[config.mk]
export PLATFORM = sky130hd
export DESIGN_NAME = asa_top
export DESIGN_NICKNAME = d
export VERILOG_FILES = /design/src/inc/asa_pkg.sv /design/src/verilog/asa_fifo.sv /design/src/verilog/asa_top.sv
export SDC_FILE = /design/constraint.sdc
export NUM_CORES = 1
export LEC_CHECK = 0
export ABC_AREA = 1
export BUFFER_PORTS_ARGS = -buffer_cell sky130_fd_sc_hd__buf_4
export CORE_MARGIN = 4
export CORE_UTILIZATION = 45
export DETAILED_ROUTE_END_ITERATION = 12
export PLACE_DENSITY = 0.7
export SLEW_MARGIN = 20
export SYNTH_ARGS = -nofsm -noshare
export SYNTH_HDL_FRONTEND = slang
export SYNTH_SLANG_ARGS = --single-unit
[constraint.sdc]
create_clock -name ref_clk -period 3.3 [get_ports ref_clk]
set_input_delay 0.495 -clock ref_clk [delete_from_list [all_inputs] [get_ports ref_clk]]
set_output_delay 0.495 -clock ref_clk [all_outputs]
set_load 0.03 [all_outputs]
[src/inc/asa_pkg.sv]
// Constants, carriers and state codes for the asynchronous serial adapter
package asa_pkg;
  // Bit-rate range and the 16x oversampling divider derived from it
  localparam int unsigned CLK_HZ     = 50_000_000;
  localparam int unsigned BAUD_MIN   = 50;
  localparam int unsigned BAUD_MAX   = 9600;
  localparam int unsigned OVERSAMPLE = 16;
  localparam logic [15:0] DIV_MAX    = 16'(CLK_HZ / (OVERSAMPLE * BAUD_MIN));
  localparam logic [15:0] DIV_MIN    = 16'(CLK_HZ / (OVERSAMPLE * BAUD_MAX));
  // I/O window: A9 and A7..A3 fixed, A8 compared with the jumper
  localparam logic        WIN_A9     = 1'b1;
  localparam logic [4:0]  WIN_MID    = 5'h1F;
  // Register index on A2..A0
  localparam logic [2:0]  REG_DATA   = 3'h0;
  localparam logic [2:0]  REG_IER    = 3'h1;
  localparam logic [2:0]  REG_IIR    = 3'h2;
  localparam logic [2:0]  REG_LCR    = 3'h3;
  localparam logic [2:0]  REG_MCR    = 3'h4;
  localparam logic [2:0]  REG_LSR    = 3'h5;
  localparam logic [2:0]  REG_MSR    = 3'h6;
  // Interrupt identification codes, highest priority first
  localparam logic [7:0]  IIR_LINE   = 8'h06;
  localparam logic [7:0]  IIR_RXD    = 8'h04;
  localparam logic [7:0]  IIR_THRE   = 8'h02;
  localparam logic [7:0]  IIR_MODEM  = 8'h00;
  localparam logic [7:0]  IIR_NONE   = 8'h01;
  // Field positions
  localparam int unsigned IER_RX     = 0;
  localparam int unsigned IER_TX     = 1;
  localparam int unsigned IER_LS     = 2;
  localparam int unsigned IER_MS     = 3;
  localparam int unsigned MCR_DTR    = 0;
  localparam int unsigned MCR_RTS    = 1;
  localparam int unsigned MCR_OUT1   = 2;
  localparam int unsigned MCR_OUT2   = 3;
  localparam int unsigned MCR_LOOP   = 4;
  // Reset values
  localparam logic [7:0]  LCR_RST    = 8'h00;
  localparam logic [3:0]  IER_RST    = 4'h0;
  localparam logic [4:0]  MCR_RST    = 5'h00;
  localparam logic [15:0] DIV_RST    = DIV_MIN;
  // Oversampling tick positions within a bit
  localparam logic [3:0]  TICK_LAST  = 4'hF;
  localparam logic [3:0]  HALF_BIT   = 4'h7;
  localparam logic [4:0]  STOP_1_END = 5'h0F;
  localparam logic [4:0]  STOP_15_END = 5'h17;
  localparam logic [4:0]  STOP_2_END = 5'h1F;
  localparam int unsigned RX_FIFO_DEPTH = 16;

  typedef struct packed {
    logic       divisor_access_select;
    logic       brk;
    logic       stick;
    logic       eps;
    logic       pen;
    logic       stb;
    logic [1:0] wls;
  } asa_lcr_s;

  typedef struct packed {
    logic dcd;
    logic ri;
    logic dsr;
    logic cts;
  } asa_modem_s;

  typedef struct packed {
    logic       pri;
    logic       dma_address_enable;
    logic       rd_n;
    logic       wr_n;
    asa_modem_s mdm;
    logic       rx;
  } asa_pins_s;

  localparam asa_pins_s PINS_RST = 9'h061;

  typedef enum logic [2:0] {
    TX_IDLE  = 3'b000,
    TX_START = 3'b001,
    TX_DATA  = 3'b010,
    TX_PAR   = 3'b011,
    TX_STOP  = 3'b100
  } asa_tx_e;

  typedef enum logic [2:0] {
    RX_IDLE  = 3'b000,
    RX_START = 3'b001,
    RX_DATA  = 3'b010,
    RX_PAR   = 3'b011,
    RX_STOP  = 3'b100,
    RX_HOLD  = 3'b101
  } asa_rx_e;
endpackage

[src/verilog/asa_fifo.sv]
// Synchronous FIFO with valid/ready on both sides
`timescale 1ns/1ps
module asa_fifo #(
  parameter int unsigned WIDTH = 8,
  parameter int unsigned DEPTH = 16
) (
  // Clock and reset
  input  wire logic             ref_clk,
  input  wire logic             resetn,
  // Fill side
  input  wire logic             in_valid,
  output logic                  in_ready,
  input  wire logic [WIDTH-1:0] in_data,
  // Drain side
  output logic                  out_valid,
  input  wire logic             out_ready,
  output logic [WIDTH-1:0]      out_data
);
  localparam int unsigned AW = $clog2(DEPTH);

  if (DEPTH < 2 || (DEPTH & (DEPTH - 1)) != 0) begin : g_depth_chk
    $error("asa_fifo: DEPTH must be a power of two and at least 2");
  end

  logic [WIDTH-1:0] mem_r [DEPTH];
  logic [AW:0]      wp_r;
  logic [AW:0]      rp_r;
  logic             push;
  logic             pop;

  // Extra pointer bit tells full from empty
  assign in_ready  = !(wp_r[AW] != rp_r[AW] && wp_r[AW-1:0] == rp_r[AW-1:0]);
  assign out_valid = wp_r != rp_r;
  assign out_data  = mem_r[rp_r[AW-1:0]];
  assign push      = in_valid && in_ready;
  assign pop       = out_valid && out_ready;

  always_ff @(posedge ref_clk) begin
    if (push) begin
      mem_r[wp_r[AW-1:0]] <= in_data;
    end
  end

  always_ff @(posedge ref_clk or negedge resetn) begin
    if (!resetn) begin
      wp_r <= '0;
      rp_r <= '0;
    end else begin
      if (push) begin
        wp_r <= wp_r + 1'b1;
      end
      if (pop) begin
        rp_r <= rp_r + 1'b1;
      end
    end
  end
endmodule

[src/verilog/asa_top.sv]
// Serial adapter: host I/O decode, registers, transmitter and receiver
`timescale 1ns/1ps
// Overview of operation
// - Jumper picks primary or secondary eight-address window
// - Low three address bits select the register
// - Divisor-access bit redirects offsets zero and one
// - Framing bits added on send, stripped on receive
// - Programmable divider sets bit rate across range
// - Five to eight data bits, 1/1.5/2 stops
// - Prioritised interrupt causes: line, receive, transmit, modem
// - Loopback routes serial and modem signals internally
// - One holding character beside the transmit shifter; receive has a FIFO plus a holding register
// - Drive RTS/DTR, sense CTS/DSR/RI/DCD
// - Force break on transmit, detect received break
// - Address line eight matches jumper to select window
// - Interrupt output needs modem-control bit 3 set
// - Data bit zero travels first after start
module asa_top
  import asa_pkg::*;
#(
  parameter int unsigned FIFO_DEPTH = RX_FIFO_DEPTH
) (
  // Clock and reset
  input  wire logic       ref_clk,
  input  wire logic       resetn,
  // Host I/O channel
  input  wire logic [9:0] io_addr,
  input  wire logic [7:0] io_data_in,
  output logic [7:0]      io_data_out,
  output logic            io_data_oe,
  input  wire logic       io_rd_n,
  input  wire logic       io_wr_n,
  input  wire logic       dma_address_enable,
  output logic            primary_interrupt_line,
  output logic            alternate_interrupt_line,
  // Address jumper
  input  wire logic       primary_select,
  // Serial line and modem
  input  wire logic       rx_data,
  output logic            tx_data,
  output logic            rts,
  output logic            dtr,
  input  wire logic       cts,
  input  wire logic       dsr,
  input  wire logic       ri,
  input  wire logic       dcd
);
  asa_pins_s  sy1_r;
  asa_pins_s  sy2_r;
  asa_lcr_s   lcr_r;
  logic [3:0] ier_r;
  logic [4:0] mcr_r;
  logic [15:0] div_r;
  logic [15:0] bcnt_r;
  logic       tick;
  logic       rd_s;
  logic       wr_s;
  logic       rd_q_r;
  logic       wr_q_r;
  logic       sel;
  logic       rd_go;
  logic       wr_go;
  logic [2:0] ra;
  logic       loop;
  logic [2:0] nb_m1;
  logic [4:0] stop_end;
  logic [7:0] thr_r;
  logic       thre_r;
  logic       thri_r;
  logic       wr_thr;
  logic       tx_load;
  asa_tx_e    tx_st_r;
  logic [4:0] tx_tk_r;
  logic [2:0] tx_bit_r;
  logic [7:0] tx_sh_r;
  logic       tx_par_r;
  logic       tx_ln_r;
  logic       tx_eff;
  asa_rx_e    rx_st_r;
  logic [3:0] rx_tk_r;
  logic [2:0] rx_bit_r;
  logic [7:0] rx_sh_r;
  logic       rx_pb_r;
  logic       rx_fe_r;
  logic       rx_done_r;
  logic       rx_in;
  logic [7:0] rx_char;
  logic       f_rdy;
  logic       f_vld;
  logic [7:0] f_data;
  logic       pop;
  logic [7:0] rbr_r;
  logic       dr_r;
  logic       oe_f_r;
  logic       pe_f_r;
  logic       fe_f_r;
  logic       bi_f_r;
  asa_modem_s mdm;
  asa_modem_s mdm_q_r;
  asa_modem_s dlt_r;
  asa_modem_s chg;
  logic [7:0] lsr;
  logic [7:0] iir;
  logic       ls_int;
  logic       irq;
  logic       rd_rbr;
  logic       rd_lsr;
  logic       rd_msr;
  logic       rd_iir;
  logic [7:0] rdata_nxt;

  function automatic logic par_of(input logic [7:0] d, input asa_lcr_s l);
    logic [7:0] m;
    m = d & (8'hFF >> (2'h3 - l.wls));
    if (l.stick) begin
      return !l.eps;
    end
    return l.eps ? ^m : ~^m;
  endfunction

  // Strobe, enable, jumper, serial and modem pins pass two flops; address and data go straight to logic
  always_ff @(posedge ref_clk or negedge resetn) begin
    if (!resetn) begin
      sy1_r <= PINS_RST;
      sy2_r <= PINS_RST;
    end else begin
      sy1_r <= {primary_select, dma_address_enable, io_rd_n, io_wr_n,
                dcd, ri, dsr, cts, rx_data};
      sy2_r <= sy1_r;
    end
  end

  // Address and data must be stable while the strobe is low
  assign rd_s  = !sy2_r.rd_n;
  assign wr_s  = !sy2_r.wr_n;
  assign sel   = !sy2_r.dma_address_enable && io_addr[9] == WIN_A9 &&
                 io_addr[8] == sy2_r.pri &&
                 io_addr[7:3] == WIN_MID;
  assign rd_go = rd_s && !rd_q_r && sel;
  assign wr_go = wr_s && !wr_q_r && sel;
  assign ra    = io_addr[2:0];
  assign loop  = mcr_r[MCR_LOOP];
  assign nb_m1 = 3'h4 + {1'b0, lcr_r.wls};
  assign stop_end = !lcr_r.stb ? STOP_1_END :
                    (lcr_r.wls == 2'h0 ? STOP_15_END : STOP_2_END);

  assign wr_thr = wr_go && ra == REG_DATA && !lcr_r.divisor_access_select;
  assign rd_rbr = rd_go && ra == REG_DATA && !lcr_r.divisor_access_select;
  assign rd_lsr = rd_go && ra == REG_LSR;
  assign rd_msr = rd_go && ra == REG_MSR;
  assign rd_iir = rd_go && ra == REG_IIR;

  always_ff @(posedge ref_clk or negedge resetn) begin
    if (!resetn) begin
      rd_q_r <= 1'b0;
      wr_q_r <= 1'b0;
    end else begin
      rd_q_r <= rd_s;
      wr_q_r <= wr_s;
    end
  end

  // Control registers written by the host
  always_ff @(posedge ref_clk or negedge resetn) begin
    if (!resetn) begin
      lcr_r <= LCR_RST;
      ier_r <= IER_RST;
      mcr_r <= MCR_RST;
      div_r <= DIV_RST;
    end else if (wr_go) begin
      case (ra)
        REG_DATA: if (lcr_r.divisor_access_select) begin
          div_r[7:0] <= io_data_in;
        end
        REG_IER: if (lcr_r.divisor_access_select) begin
          div_r[15:8] <= io_data_in;
        end else begin
          ier_r <= io_data_in[3:0];
        end
        REG_LCR: lcr_r <= io_data_in;
        REG_MCR: mcr_r <= io_data_in[4:0];
        default: ;
      endcase
    end
  end

  // 16x tick; divisor zero stops the line
  assign tick = div_r != 16'h0000 && bcnt_r >= div_r - 16'h0001;
  always_ff @(posedge ref_clk or negedge resetn) begin
    if (!resetn) begin
      bcnt_r <= 16'h0000;
    end else begin
      bcnt_r <= (tick || div_r == 16'h0000) ? 16'h0000 : bcnt_r + 16'h0001;
    end
  end

  // Transmit holding register
  assign tx_load = tx_st_r == TX_IDLE && !thre_r;
  always_ff @(posedge ref_clk or negedge resetn) begin
    if (!resetn) begin
      thr_r  <= 8'h00;
      thre_r <= 1'b1;
    end else if (wr_thr) begin
      thr_r  <= io_data_in;
      thre_r <= 1'b0;
    end else if (tx_load) begin
      thre_r <= 1'b1;
    end
  end

  // Transmitter
  always_ff @(posedge ref_clk or negedge resetn) begin
    if (!resetn) begin
      tx_st_r  <= TX_IDLE;
      tx_tk_r  <= 5'h00;
      tx_bit_r <= 3'h0;
      tx_sh_r  <= 8'h00;
      tx_par_r <= 1'b0;
      tx_ln_r  <= 1'b1;
    end else if (tx_load) begin
      tx_st_r  <= TX_START;
      tx_sh_r  <= thr_r;
      tx_par_r <= par_of(thr_r, lcr_r);
      tx_tk_r  <= 5'h00;
      tx_bit_r <= 3'h0;
      tx_ln_r  <= 1'b0;
    end else if (tick && tx_st_r != TX_IDLE) begin
      tx_tk_r <= tx_tk_r + 5'h01;
      case (tx_st_r)
        TX_START: if (tx_tk_r[3:0] == TICK_LAST) begin
          tx_st_r <= TX_DATA;
          tx_tk_r <= 5'h00;
          tx_ln_r <= tx_sh_r[0];
        end
        TX_DATA: if (tx_tk_r[3:0] == TICK_LAST) begin
          tx_tk_r <= 5'h00;
          tx_sh_r <= {1'b0, tx_sh_r[7:1]};
          if (tx_bit_r == nb_m1) begin
            tx_st_r <= lcr_r.pen ? TX_PAR : TX_STOP;
            tx_ln_r <= lcr_r.pen ? tx_par_r : 1'b1;
          end else begin
            tx_bit_r <= tx_bit_r + 3'h1;
            tx_ln_r  <= tx_sh_r[1];
          end
        end
        TX_PAR: if (tx_tk_r[3:0] == TICK_LAST) begin
          tx_st_r <= TX_STOP;
          tx_tk_r <= 5'h00;
          tx_ln_r <= 1'b1;
        end
        TX_STOP: if (tx_tk_r == stop_end) begin
          tx_st_r <= TX_IDLE;
        end
        default: tx_st_r <= TX_IDLE;
      endcase
    end
  end

  // Receiver; loopback feeds it from the transmitter
  assign tx_eff  = lcr_r.brk ? 1'b0 : tx_ln_r;
  assign rx_in   = loop ? tx_eff : sy2_r.rx;
  assign rx_char = rx_sh_r >> (2'h3 - lcr_r.wls);
  always_ff @(posedge ref_clk or negedge resetn) begin
    if (!resetn) begin
      rx_st_r   <= RX_IDLE;
      rx_tk_r   <= 4'h0;
      rx_bit_r  <= 3'h0;
      rx_sh_r   <= 8'h00;
      rx_pb_r   <= 1'b0;
      rx_fe_r   <= 1'b0;
      rx_done_r <= 1'b0;
    end else begin
      rx_done_r <= 1'b0;
      if (tick) begin
        rx_tk_r <= rx_tk_r + 4'h1;
      end
      case (rx_st_r)
        RX_IDLE: if (!rx_in) begin
          rx_st_r <= RX_START;
          rx_tk_r <= 4'h0;
        end
        RX_START: if (tick && rx_tk_r == HALF_BIT) begin
          rx_tk_r  <= 4'h0;
          rx_bit_r <= 3'h0;
          rx_st_r  <= rx_in ? RX_IDLE : RX_DATA;
        end
        RX_DATA: if (tick && rx_tk_r == TICK_LAST) begin
          rx_sh_r <= {rx_in, rx_sh_r[7:1]};
          if (rx_bit_r == nb_m1) begin
            rx_st_r <= lcr_r.pen ? RX_PAR : RX_STOP;
          end else begin
            rx_bit_r <= rx_bit_r + 3'h1;
          end
        end
        RX_PAR: if (tick && rx_tk_r == TICK_LAST) begin
          rx_pb_r <= rx_in;
          rx_st_r <= RX_STOP;
        end
        RX_STOP: if (tick && rx_tk_r == TICK_LAST) begin
          rx_done_r <= 1'b1;
          rx_fe_r   <= !rx_in;
          rx_st_r   <= rx_in ? RX_IDLE : RX_HOLD;
        end
        // A break must return to mark before a new start counts
        RX_HOLD: if (rx_in) begin
          rx_st_r <= RX_IDLE;
        end
        default: rx_st_r <= RX_IDLE;
      endcase
    end
  end

  asa_fifo #(
    .WIDTH (8),
    .DEPTH (FIFO_DEPTH)
  ) u_rx_fifo (
    .ref_clk   (ref_clk),
    .resetn    (resetn),
    .in_valid  (rx_done_r),
    .in_ready  (f_rdy),
    .in_data   (rx_char),
    .out_valid (f_vld),
    .out_ready (!dr_r || rd_rbr),
    .out_data  (f_data)
  );

  // Receive holding register refills from the FIFO
  assign pop = f_vld && (!dr_r || rd_rbr);
  always_ff @(posedge ref_clk or negedge resetn) begin
    if (!resetn) begin
      rbr_r <= 8'h00;
      dr_r  <= 1'b0;
    end else if (pop) begin
      rbr_r <= f_data;
      dr_r  <= 1'b1;
    end else if (rd_rbr) begin
      dr_r <= 1'b0;
    end
  end

  // Sticky line and modem flags: a new event beats the read that clears
  assign mdm = loop ? {mcr_r[MCR_OUT2], mcr_r[MCR_OUT1], mcr_r[MCR_DTR],
                       mcr_r[MCR_RTS]} : sy2_r.mdm;
  assign chg = {mdm.dcd ^ mdm_q_r.dcd, mdm_q_r.ri && !mdm.ri,
                mdm.dsr ^ mdm_q_r.dsr, mdm.cts ^ mdm_q_r.cts};
  always_ff @(posedge ref_clk or negedge resetn) begin
    if (!resetn) begin
      oe_f_r  <= 1'b0;
      pe_f_r  <= 1'b0;
      fe_f_r  <= 1'b0;
      bi_f_r  <= 1'b0;
      mdm_q_r <= 4'h0;
      dlt_r   <= 4'h0;
    end else begin
      oe_f_r  <= (rx_done_r && !f_rdy) || (oe_f_r && !rd_lsr);
      pe_f_r  <= (rx_done_r && lcr_r.pen && rx_pb_r != par_of(rx_char, lcr_r)) ||
                 (pe_f_r && !rd_lsr);
      fe_f_r  <= (rx_done_r && rx_fe_r) || (fe_f_r && !rd_lsr);
      bi_f_r  <= (rx_done_r && rx_fe_r && rx_char == 8'h00 &&
                  !(lcr_r.pen && rx_pb_r)) || (bi_f_r && !rd_lsr);
      mdm_q_r <= mdm;
      dlt_r   <= chg | (dlt_r & {4{!rd_msr}});
    end
  end

  // Interrupt identification in fixed priority order
  assign lsr    = {1'b0, thre_r && tx_st_r == TX_IDLE, thre_r, bi_f_r, fe_f_r,
                   pe_f_r, oe_f_r, dr_r};
  assign ls_int = ier_r[IER_LS] && |lsr[4:1];
  always_comb begin
    if (ls_int) begin
      iir = IIR_LINE;
    end else if (ier_r[IER_RX] && dr_r) begin
      iir = IIR_RXD;
    end else if (ier_r[IER_TX] && thri_r) begin
      iir = IIR_THRE;
    end else if (ier_r[IER_MS] && |dlt_r) begin
      iir = IIR_MODEM;
    end else begin
      iir = IIR_NONE;
    end
  end
  assign irq = !iir[0] && mcr_r[MCR_OUT2];

  always_ff @(posedge ref_clk or negedge resetn) begin
    if (!resetn) begin
      thri_r <= 1'b0;
    end else begin
      thri_r <= tx_load || (wr_go && ra == REG_IER && !lcr_r.divisor_access_select &&
                io_data_in[IER_TX] && !ier_r[IER_TX] && thre_r) ||
                (thri_r && !wr_thr && !(rd_iir && iir == IIR_THRE));
    end
  end

  always_comb begin
    case (ra)
      REG_DATA: rdata_nxt = lcr_r.divisor_access_select ? div_r[7:0] : rbr_r;
      REG_IER:  rdata_nxt = lcr_r.divisor_access_select ? div_r[15:8] : {4'h0, ier_r};
      REG_IIR:  rdata_nxt = iir;
      REG_LCR:  rdata_nxt = lcr_r;
      REG_MCR:  rdata_nxt = {3'h0, mcr_r};
      REG_LSR:  rdata_nxt = lsr;
      REG_MSR:  rdata_nxt = {mdm, dlt_r};
      default:  rdata_nxt = 8'h00;
    endcase
  end

  // Pin outputs; driver drops on the clock after the two-flop synchronised strobe goes away or the enable rises
  always_ff @(posedge ref_clk or negedge resetn) begin
    if (!resetn) begin
      io_data_out <= 8'h00;
      io_data_oe  <= 1'b0;
      tx_data     <= 1'b1;
      rts         <= 1'b0;
      dtr         <= 1'b0;
      primary_interrupt_line   <= 1'b0;
      alternate_interrupt_line <= 1'b0;
    end else begin
      if (rd_go) begin
        io_data_out <= rdata_nxt;
      end
      io_data_oe  <= rd_go || (io_data_oe && rd_s && !sy2_r.dma_address_enable);
      tx_data     <= loop || tx_eff;
      rts         <= mcr_r[MCR_RTS] && !loop;
      dtr         <= mcr_r[MCR_DTR] && !loop;
      primary_interrupt_line   <= irq && sy2_r.pri;
      alternate_interrupt_line <= irq && !sy2_r.pri;
    end
  end
endmodule

==> results of run 1 <==
## metal layers
layer | vias to the layer above | routed length (um) | share of wire [%]
met2 | 253 | 14600 | 47
met4 | 0 | 652 | 2.1
li1 | 4962 | - | -
met3 | 47 | 1550 | 5.0
met1 | 4774 | 14200 | 46
met5 | - | 0 | 0
## worst paths after layout
check | to | cells past startpoint
max | rx_st_r[0] | 17
min | sy1_r[3] | 1
max reg2reg | rx_st_r[0] | 17
min reg2reg | sy2_r[3] | 0
max in group asynchronous | thre_r | 3
min in group asynchronous | bcnt_r[1] | 2
## stage by stage
stage          cell area [sq um]  hold WS [ps]
5_1_grt                    15600          21.9
4_1_cts                    15600          14.9
3_5_place_dp               14500           335
6_report                   15600          44.6
2_1_floorplan              13600           199
3_3_place_gp               14500           333
## flip-flops by register name (all words and copies together), names as in the netlist, 9 cells and up
name             cells
bcnt_r              16
div_r               16
sy1_r                9
sy2_r                9
u_rx_fifo.mem_r    128
## final cells by class
| cell class | count | share of cell area (%) |
|---|---|---|
| Sequential cell | 294 | 51.2 |
| Multi-Input combinational cell | 945 | 31.6 |
| Timing Repair Buffer | 70 | 3.50 |
| Inverter | 160 | 3.84 |
| Clock inverter | 16 | 1.18 |
| Clock buffer | 40 | 5.56 |
| Tap cell | 390 | 3.12 |
## report_power, final
group	internal, mW	total (mW)	switching, mW
clock	2.15	3.55	1.39
combinational	0.145	0.469	0.324
sequential	3.84	3.87	0.0341
## worst max-delay path, delay by kind of cell, from the launching register on
kind / cells / cell delay, ps
AO/OA/AOI/OAI: 1 / 270
XOR/XNOR: 1 / 170
adder cells (fa/ha/maj): 2 / 460
buffers and inverters: 3 / 310
flip-flops: 1 / 400
AND/OR/NAND/NOR: 10 / 1370
## cell families after synthesis
group | share of synthesized area (%)
AOI/OAI and AO/OA | 12.2
DFF | 58.8
and+or+nand+nor | 17.6
xor gates and xnor gates | 2.96
buffers and inverters | 5.61
adders and majority gates | 2.85
## what timing repair did
item / in CTS / in global routing
gates resized for setup: 3 / 24
pin swaps: 0 / 5
endpoints found under the setup margin: 5 / 40
setup buffers: 0 / 2
endpoints found under the hold margin: 62 / 0
hold buffers: 1 / 0
## layout by cell type (no fill, tap or decap), types with 6 or more instances in the layout
cell / instances
nand2_1: 329
o21ai_0: 170
inv_1: 153
dfrtp_1: 152
edfxtp_1: 128
nor2_1: 118
buf_4: 66
nand3_1: 60
a21oi_1: 44
xor2_1: 35
ha_1: 31
clkbuf_16: 31
o22ai_1: 18
dfstp_2: 13
nor3_1: 12
nand4_1: 12
xnor2_1: 11
o21ai_1: 9
a211oi_1: 9
o221ai_1: 8
nor2_2: 7
nor4_1: 6
clkbuf_8: 6
clkinv_2: 6
==> metrics.md, run 1 <==
| Metric | Value |
|---|---|
| Status | `finished, final reports clean` |
| Period Utilization, post-route | `92.0%` |
| Post-place setup slack | `3.88 ps` |
| Ys async rst share | `56.5%` |
| Power Total | `7.89 mW` |
| Final antenna-violating net count | `0` |
| Pwr dens | `504 nW/um^2` |
| DR pass1 iterations | `6` |
| Clock transition at path regs | `60 ps` |
| Crit start category | `flop` |
| Area occupied by registers | `8020 sq um` |
| Root Buffer | `clkbuf_16` |
| Clock Skew | `20.9 ps` |
| Worst Path Required | `3780 ps` |
| Num CTS Buffers | `30` |
| Post-synth top area share | `28.2%` |
| RSZ-0062 raised after global routing | `true` |
| DRC | `0` |
| Slowest cell on crit path | `dfrtp_1` |
| Largest net degree at the start of global routing | `76` |
| Commonest cells post-synth | `335 x nand2_1, 176 x o21ai_0, 155 x inv_1` |
| Hold Path Class | `input port to flop` |
| Placed Instances | `1856` |
| Final Max Slew Viols | `0` |
| Synth Register Bits | `294` |
| DRT Wirelength | `31.0 mm` |
| Cell Area, Synth | `13600 sq um` |
| Ports | `43` |
| DP HPWL | `21.3 mm` |
| WL/cell | `16.2 um` |
| Clock sink count | `294` |
| Die ar. | `33100 sq um` |
| PortBufs | `42` |
| GR Overflow Total | `0` |
| Leakage dissipation | `6.94 nW` |
| Reg2Reg Launch Point | `div_r[1]` |
| Post-Syn Nets | `1496` |
| Final net count | `1561` |
| Initial antenna violation count | `0` |
| Crit path DAT | `3520 ps` |
| Crit end category | `flop` |
| Seq/Total Area, Yosys | `58.8%` |
| Synth area leader | `edfxtp_1` |
| Final WS setup | `263 ps` |
| Skew-Pair Late Insertion Delay | `550 ps` |
| Post-synth cell types | `51` |
| Num rows | `63` |
| Peak Freq | `0.329 GHz` |
| GRT busiest layer | `met2` |
| CP startpoint | `div_r[1]` |
| Flop-to-flop setup slack | `260 ps` |
| Layout Cells excl Fill | `1915` |
| Die Y | `182 um` |
| Top cells by area, synth | `edfxtp_1 28%, dfrtp_1 28%, nand2_1 9.2%` |
| Area occupied by multi-input gates | `4940 sq um` |
| Critical Path, Cell by Cell | `inv_1, ha_1, nand3b_1, nor3_2, nand3_1, xor2_1, inv_1, ha_1, nand2_1, nor3_1, nand2_1, nand2_4, nand3_1, a21oi_4, buf_4, nand3_1, nand2_1` |
| ANT cells | `0` |
| Iter 0 DRT Violations | `1001` |
| Cell with the most instances after synthesis | `nand2_1` |
| Worst slew pin tran | `856 ps` |
| Critical path's largest stage delay | `400 ps` |
| Met2 global-route usage | `30.6%` |
| Starting Density | `45.7%` |
| Number of global-route vias before repair | `9748` |
| IR drop worst, VDD | `0.380 mV` |
| GR Util met1 | `26.2%` |
| Crit path kind | `flop to flop` |
| CTS tree | `built` |
| DIE WIDTH | `182 um` |
| Slew margin rel. | `42.8%` |
| Placer Congestion | `0.862` |
| Post-synth EDFFs | `128` |
| Final setup vio count | `0` |
| Share of cells above drive strength 1 | `11.7%` |
| Util after Layout | `52.5%` |
| Global-route met3 utilization | `2.16%` |
| Total of max-cap violations | `0` |
| Worst-path fanout max | `5` |
| First-pass GRT wire length | `50.3 mm` |
| Area grow syn2layout | `14.8%` |
| Clock Path Buffers | `3` |
| CTS H-tree depth | `1` |
| Fin. Hold Viols | `0` |
| Synth Warn # | `0` |
| Core area | `29800 sq um` |
| Via count | `10036` |
| Total global-route track usage | `18.5%` |
| Synth Flop Type | `dfrtp_1` |
| Tmin final | `3040 ps` |
| Via/cell ratio | `5.24` |
| Worst Hold Launch | `ri` |
| Setup TNS | `0 ps` |
| Filler cells | `2644` |
| Syn Area/Cell | `9.49 sq um` |
| Syn Inst Count | `1436` |
Power figures use the tool's default switching activity.
==> run 2, diff against run 1 <==
==> constraint.sdc (replaced) <==
create_clock -name ref_clk -period 3.4 [get_ports ref_clk]
set_input_delay 0.51 -clock ref_clk [delete_from_list [all_inputs] [get_ports ref_clk]]
set_output_delay 0.51 -clock ref_clk [all_outputs]
set_load 0.03 [all_outputs]
==> run 2 against run 1 <==
  * Clock power fell by 9.0%
  * Maximum frequency fell by 3.2%
  * Clock skew fell by 3.1 ps
  * Global-route usage rose by 0.25 points
  * Register-to-register slack barely moved
  * Cell area fell by 0.82%
  * Non-clock buffer count fell by 5
  * Die area did not move
  * Critical path depth rose by 1
  * Critical endpoint is now tx_sh_r[4]
  * Largest cell class unchanged
  * Highest routed layer is now met5
==> metrics.md, run 2 (synthesized netlist as in run 1, its figures left out) <==
| Metric | Value |
|---|---|
| RSZ-0062 raised after global routing | `true` |
| DP HPWL | `21.4 mm (+0.77%)` |
| Pwr dens | `480 nW/um^2 (-4.8%)` |
| Status | `finished, final reports clean` |
| WHS | `70.1 ps (+25.5 ps)` |
| Iter 0 DRT Violations | `935 (-6.6%)` |
| Worst reg2reg path endpoint | `tx_sh_r[4]` |
| Initial antenna violation count | `1 (+1)` |
| DR pass1 iterations | `5 (-1)` |
| Cell mode on critical path | `inv_1` |
| IR drop worst, VDD | `0.362 mV (-4.7%)` |
| Clock Skew | `17.8 ps (-3.10 ps)` |
| Most frequent cells in the layout | `331 x nand2_1, 173 x o21ai_0, 155 x inv_1` |
| Delay-heaviest family, CP | `simple AND/OR/NAND/NOR gates` |
| Clock sink count | `294 (unchanged)` |
| Num CTS Buffers | `30 (unchanged)` |
| Leakage dissipation | `6.89 nW (-0.77%)` |
| Via/cell ratio | `5.28 (+0.72%)` |
| Clock transition at path regs | `60 ps (about the same)` |
| Ports | `43 (unchanged)` |
| Total global-route track usage | `18.8% (+0.25 points)` |
| Max reg flops | `128 (unchanged)` |
| Tmin final | `3140 ps (+99.8 ps)` |
| Final Max Slew Viols | `0 (unchanged)` |
| Clock Path Buffers | `3 (unchanged)` |
| Metal1 wirelength | `14.0 mm (-1.0%)` |
| Critical Path, Cell by Cell | `inv_1, nand3_1, inv_1, nand2_1, nor2_1, nand2_1, nor3_1, xor2_1, inv_1, ha_1, a21oi_1, o21ai_0, a21oi_1, nand2_2, nand3_4, a21boi_2, buf_4, o21ai_0` |
| Share of cells above drive strength 1 | `11.1% (-0.69 points)` |
| Num rows | `63 (unchanged)` |
| Die Y | `182 um (unchanged)` |
| Starting Density | `45.7% (unchanged)` |
| Met3 Wirelength | `1.77 mm (+14%)` |
| Slew margin rel. | `46.4% (+3.5 points)` |
| Area grow syn2layout | `13.9%` |
| Final antenna-violating net count | `0 (unchanged)` |
| First-pass GRT wire length | `50.8 mm (+0.99%)` |
| Slowest cell on crit path | `dfstp_2` |
| CTS tree | `built` |
| Skew-Pair Late Insertion Delay | `560 ps (about the same)` |
| Number of global-route vias before repair | `9792 (+0.45%)` |
| Highest metal used | `met5` |
| Crit path kind | `flop to flop` |
| DIE WIDTH | `182 um (unchanged)` |
| WL/cell | `16.4 um (+1.4%)` |
| Critical path's largest stage delay | `370 ps (-30 ps)` |
| Period Utilization, post-route | `92.3% (+0.23 points)` |
| Flop-to-flop setup slack | `260 ps (about the same)` |
| Cell count along the critical path | `18 (+1)` |
| Peak Freq | `0.319 GHz (-3.2%)` |
| Core area | `29800 sq um (unchanged)` |
| Hold Path Class | `input port to flop` |
| Via count | `10082 (+0.46%)` |
| Placer Congestion | `0.873 (+1.2%)` |
| Final net count | `1556 (-0.32%)` |
| CTS H-tree depth | `1 (unchanged)` |
| Worst R2R Path Depth | `18 (+1)` |
| Worst Path Required | `3850 ps (+70 ps)` |
| CP startpoint | `div_r[0]` |
| Root Buffer | `clkbuf_16` |
| Crit path DAT | `3590 ps (+70 ps)` |
| Total of max-cap violations | `0 (unchanged)` |
| DRC | `0 (unchanged)` |
| CP bufs+invs | `4 (+1)` |
| Worst slew pin tran | `802 ps (-54.8 ps)` |
| Final setup vio count | `0 (unchanged)` |
| CP endpoint | `tx_sh_r[4]` |
| PortBufs | `42 (unchanged)` |
| Crit start category | `flop` |
| Reg2Reg Launch Point | `div_r[0]` |
| Crit end category | `flop` |
| GR Overflow Total | `0 (unchanged)` |
| Fin. Hold Viols | `0 (unchanged)` |
| DRT Wirelength | `31.4 mm (+1.1%)` |
| Met2 WL post-DR | `15.1 mm (+2.9%)` |
| Largest net degree at the start of global routing | `71 (-6.6%)` |
| ANT cells | `0 (unchanged)` |
| Util after Layout | `52.1% (-0.43 points)` |
| Most common cell after layout, fill and taps aside | `nand2_1` |
| Die ar. | `33100 sq um (unchanged)` |
| Worst-path fanout max | `15 (+10)` |
-- run 2: cell count changes in the layout (fill, tap and decap cells not counted), sizes merged --
cell	delta
buf	-5
bufinv	-2
clkbuf	-3
clkinv	+5
-- run 2: layout make-up --
cell class                 count  area (sq um)
multi-input combinational    945          4930
fill                        2642         14300
tap                          390           488
timing repair buffer          65           507
clock inverter                19           161
inverter                     160           601
clock buffer                  37           817
sequential                   294          8020
-- run 2: through the flow --
| step | power, mW | cell area (sq um) | cells | worst slack, ps | TNS [ps] |
|---|---|---|---|---|---|
| final | 7.45 | 15500 | 1910 | 263 | 0 |
| after global routing | 7.72 | 15500 | 1910 | -38.7 | -119 |
| after CTS | 7.50 | 15400 | 1910 | 36.9 | 0 |
| after detailed placement | 4.29 | 14500 | 1853 | 26.9 | 0 |
| after global placement | 4.28 | 14500 | 1853 | 218 | 0 |
| after floorplan | 4.08 | 13600 | 1436 | 594 | 0 |
-- run 2: timing repair --
item	CTS	global route
hold endpoints to repair	34	0
hold buffers	1	0
endpoints found under the setup margin	3	37
buffers inserted	0	0
resized for setup	1	16
-- run 2: worst reg2reg max path, stage by stage, from the launching register on --
cell and delay [ps]:
dfstp_2 370, inv_1 140, nand3_1 140, inv_1 70, nand2_1 120, nor2_1 110
nand2_1 80, nor3_1 190, xor2_1 170, inv_1 50, ha_1 300, a21oi_1 140
o21ai_0 100, a21oi_1 230, nand2_2 210, nand3_4 150, a21boi_2 80, buf_4 190
o21ai_0 200
-- run 2: worst min-delay path by stage --
stage / from / end / cells past startpoint
finish: io_rd_n / sy1_r[6] / 1
global route: ri / sy1_r[3] / 1
CTS: dma_address_enable / sy1_r[7] / 1
detailed placement: sy1_r[3] / sy2_r[3] / 0
global placement: sy1_r[7] / sy2_r[7] / 0
floorplan: resetn / alternate_interrupt_line / 0
-- run 2: power breakdown --
part	internal, mW	switching [mW]	total [mW]
Sequential	3.73	0.0237	3.75
Clock	1.86	1.37	3.23
Combinational	0.143	0.328	0.471
Total	5.73	1.72	7.45
-- run 2: metal layers --
| layer | track usage, % | vias up |
|---|---|---|
| li1 | - | 4951 |
| met1 | 26.0 | 4868 |
| met2 | 31.3 | 225 |
| met3 | 3.33 | 36 |
| met4 | 3.81 | 2 |
| met5 | 0 | - |
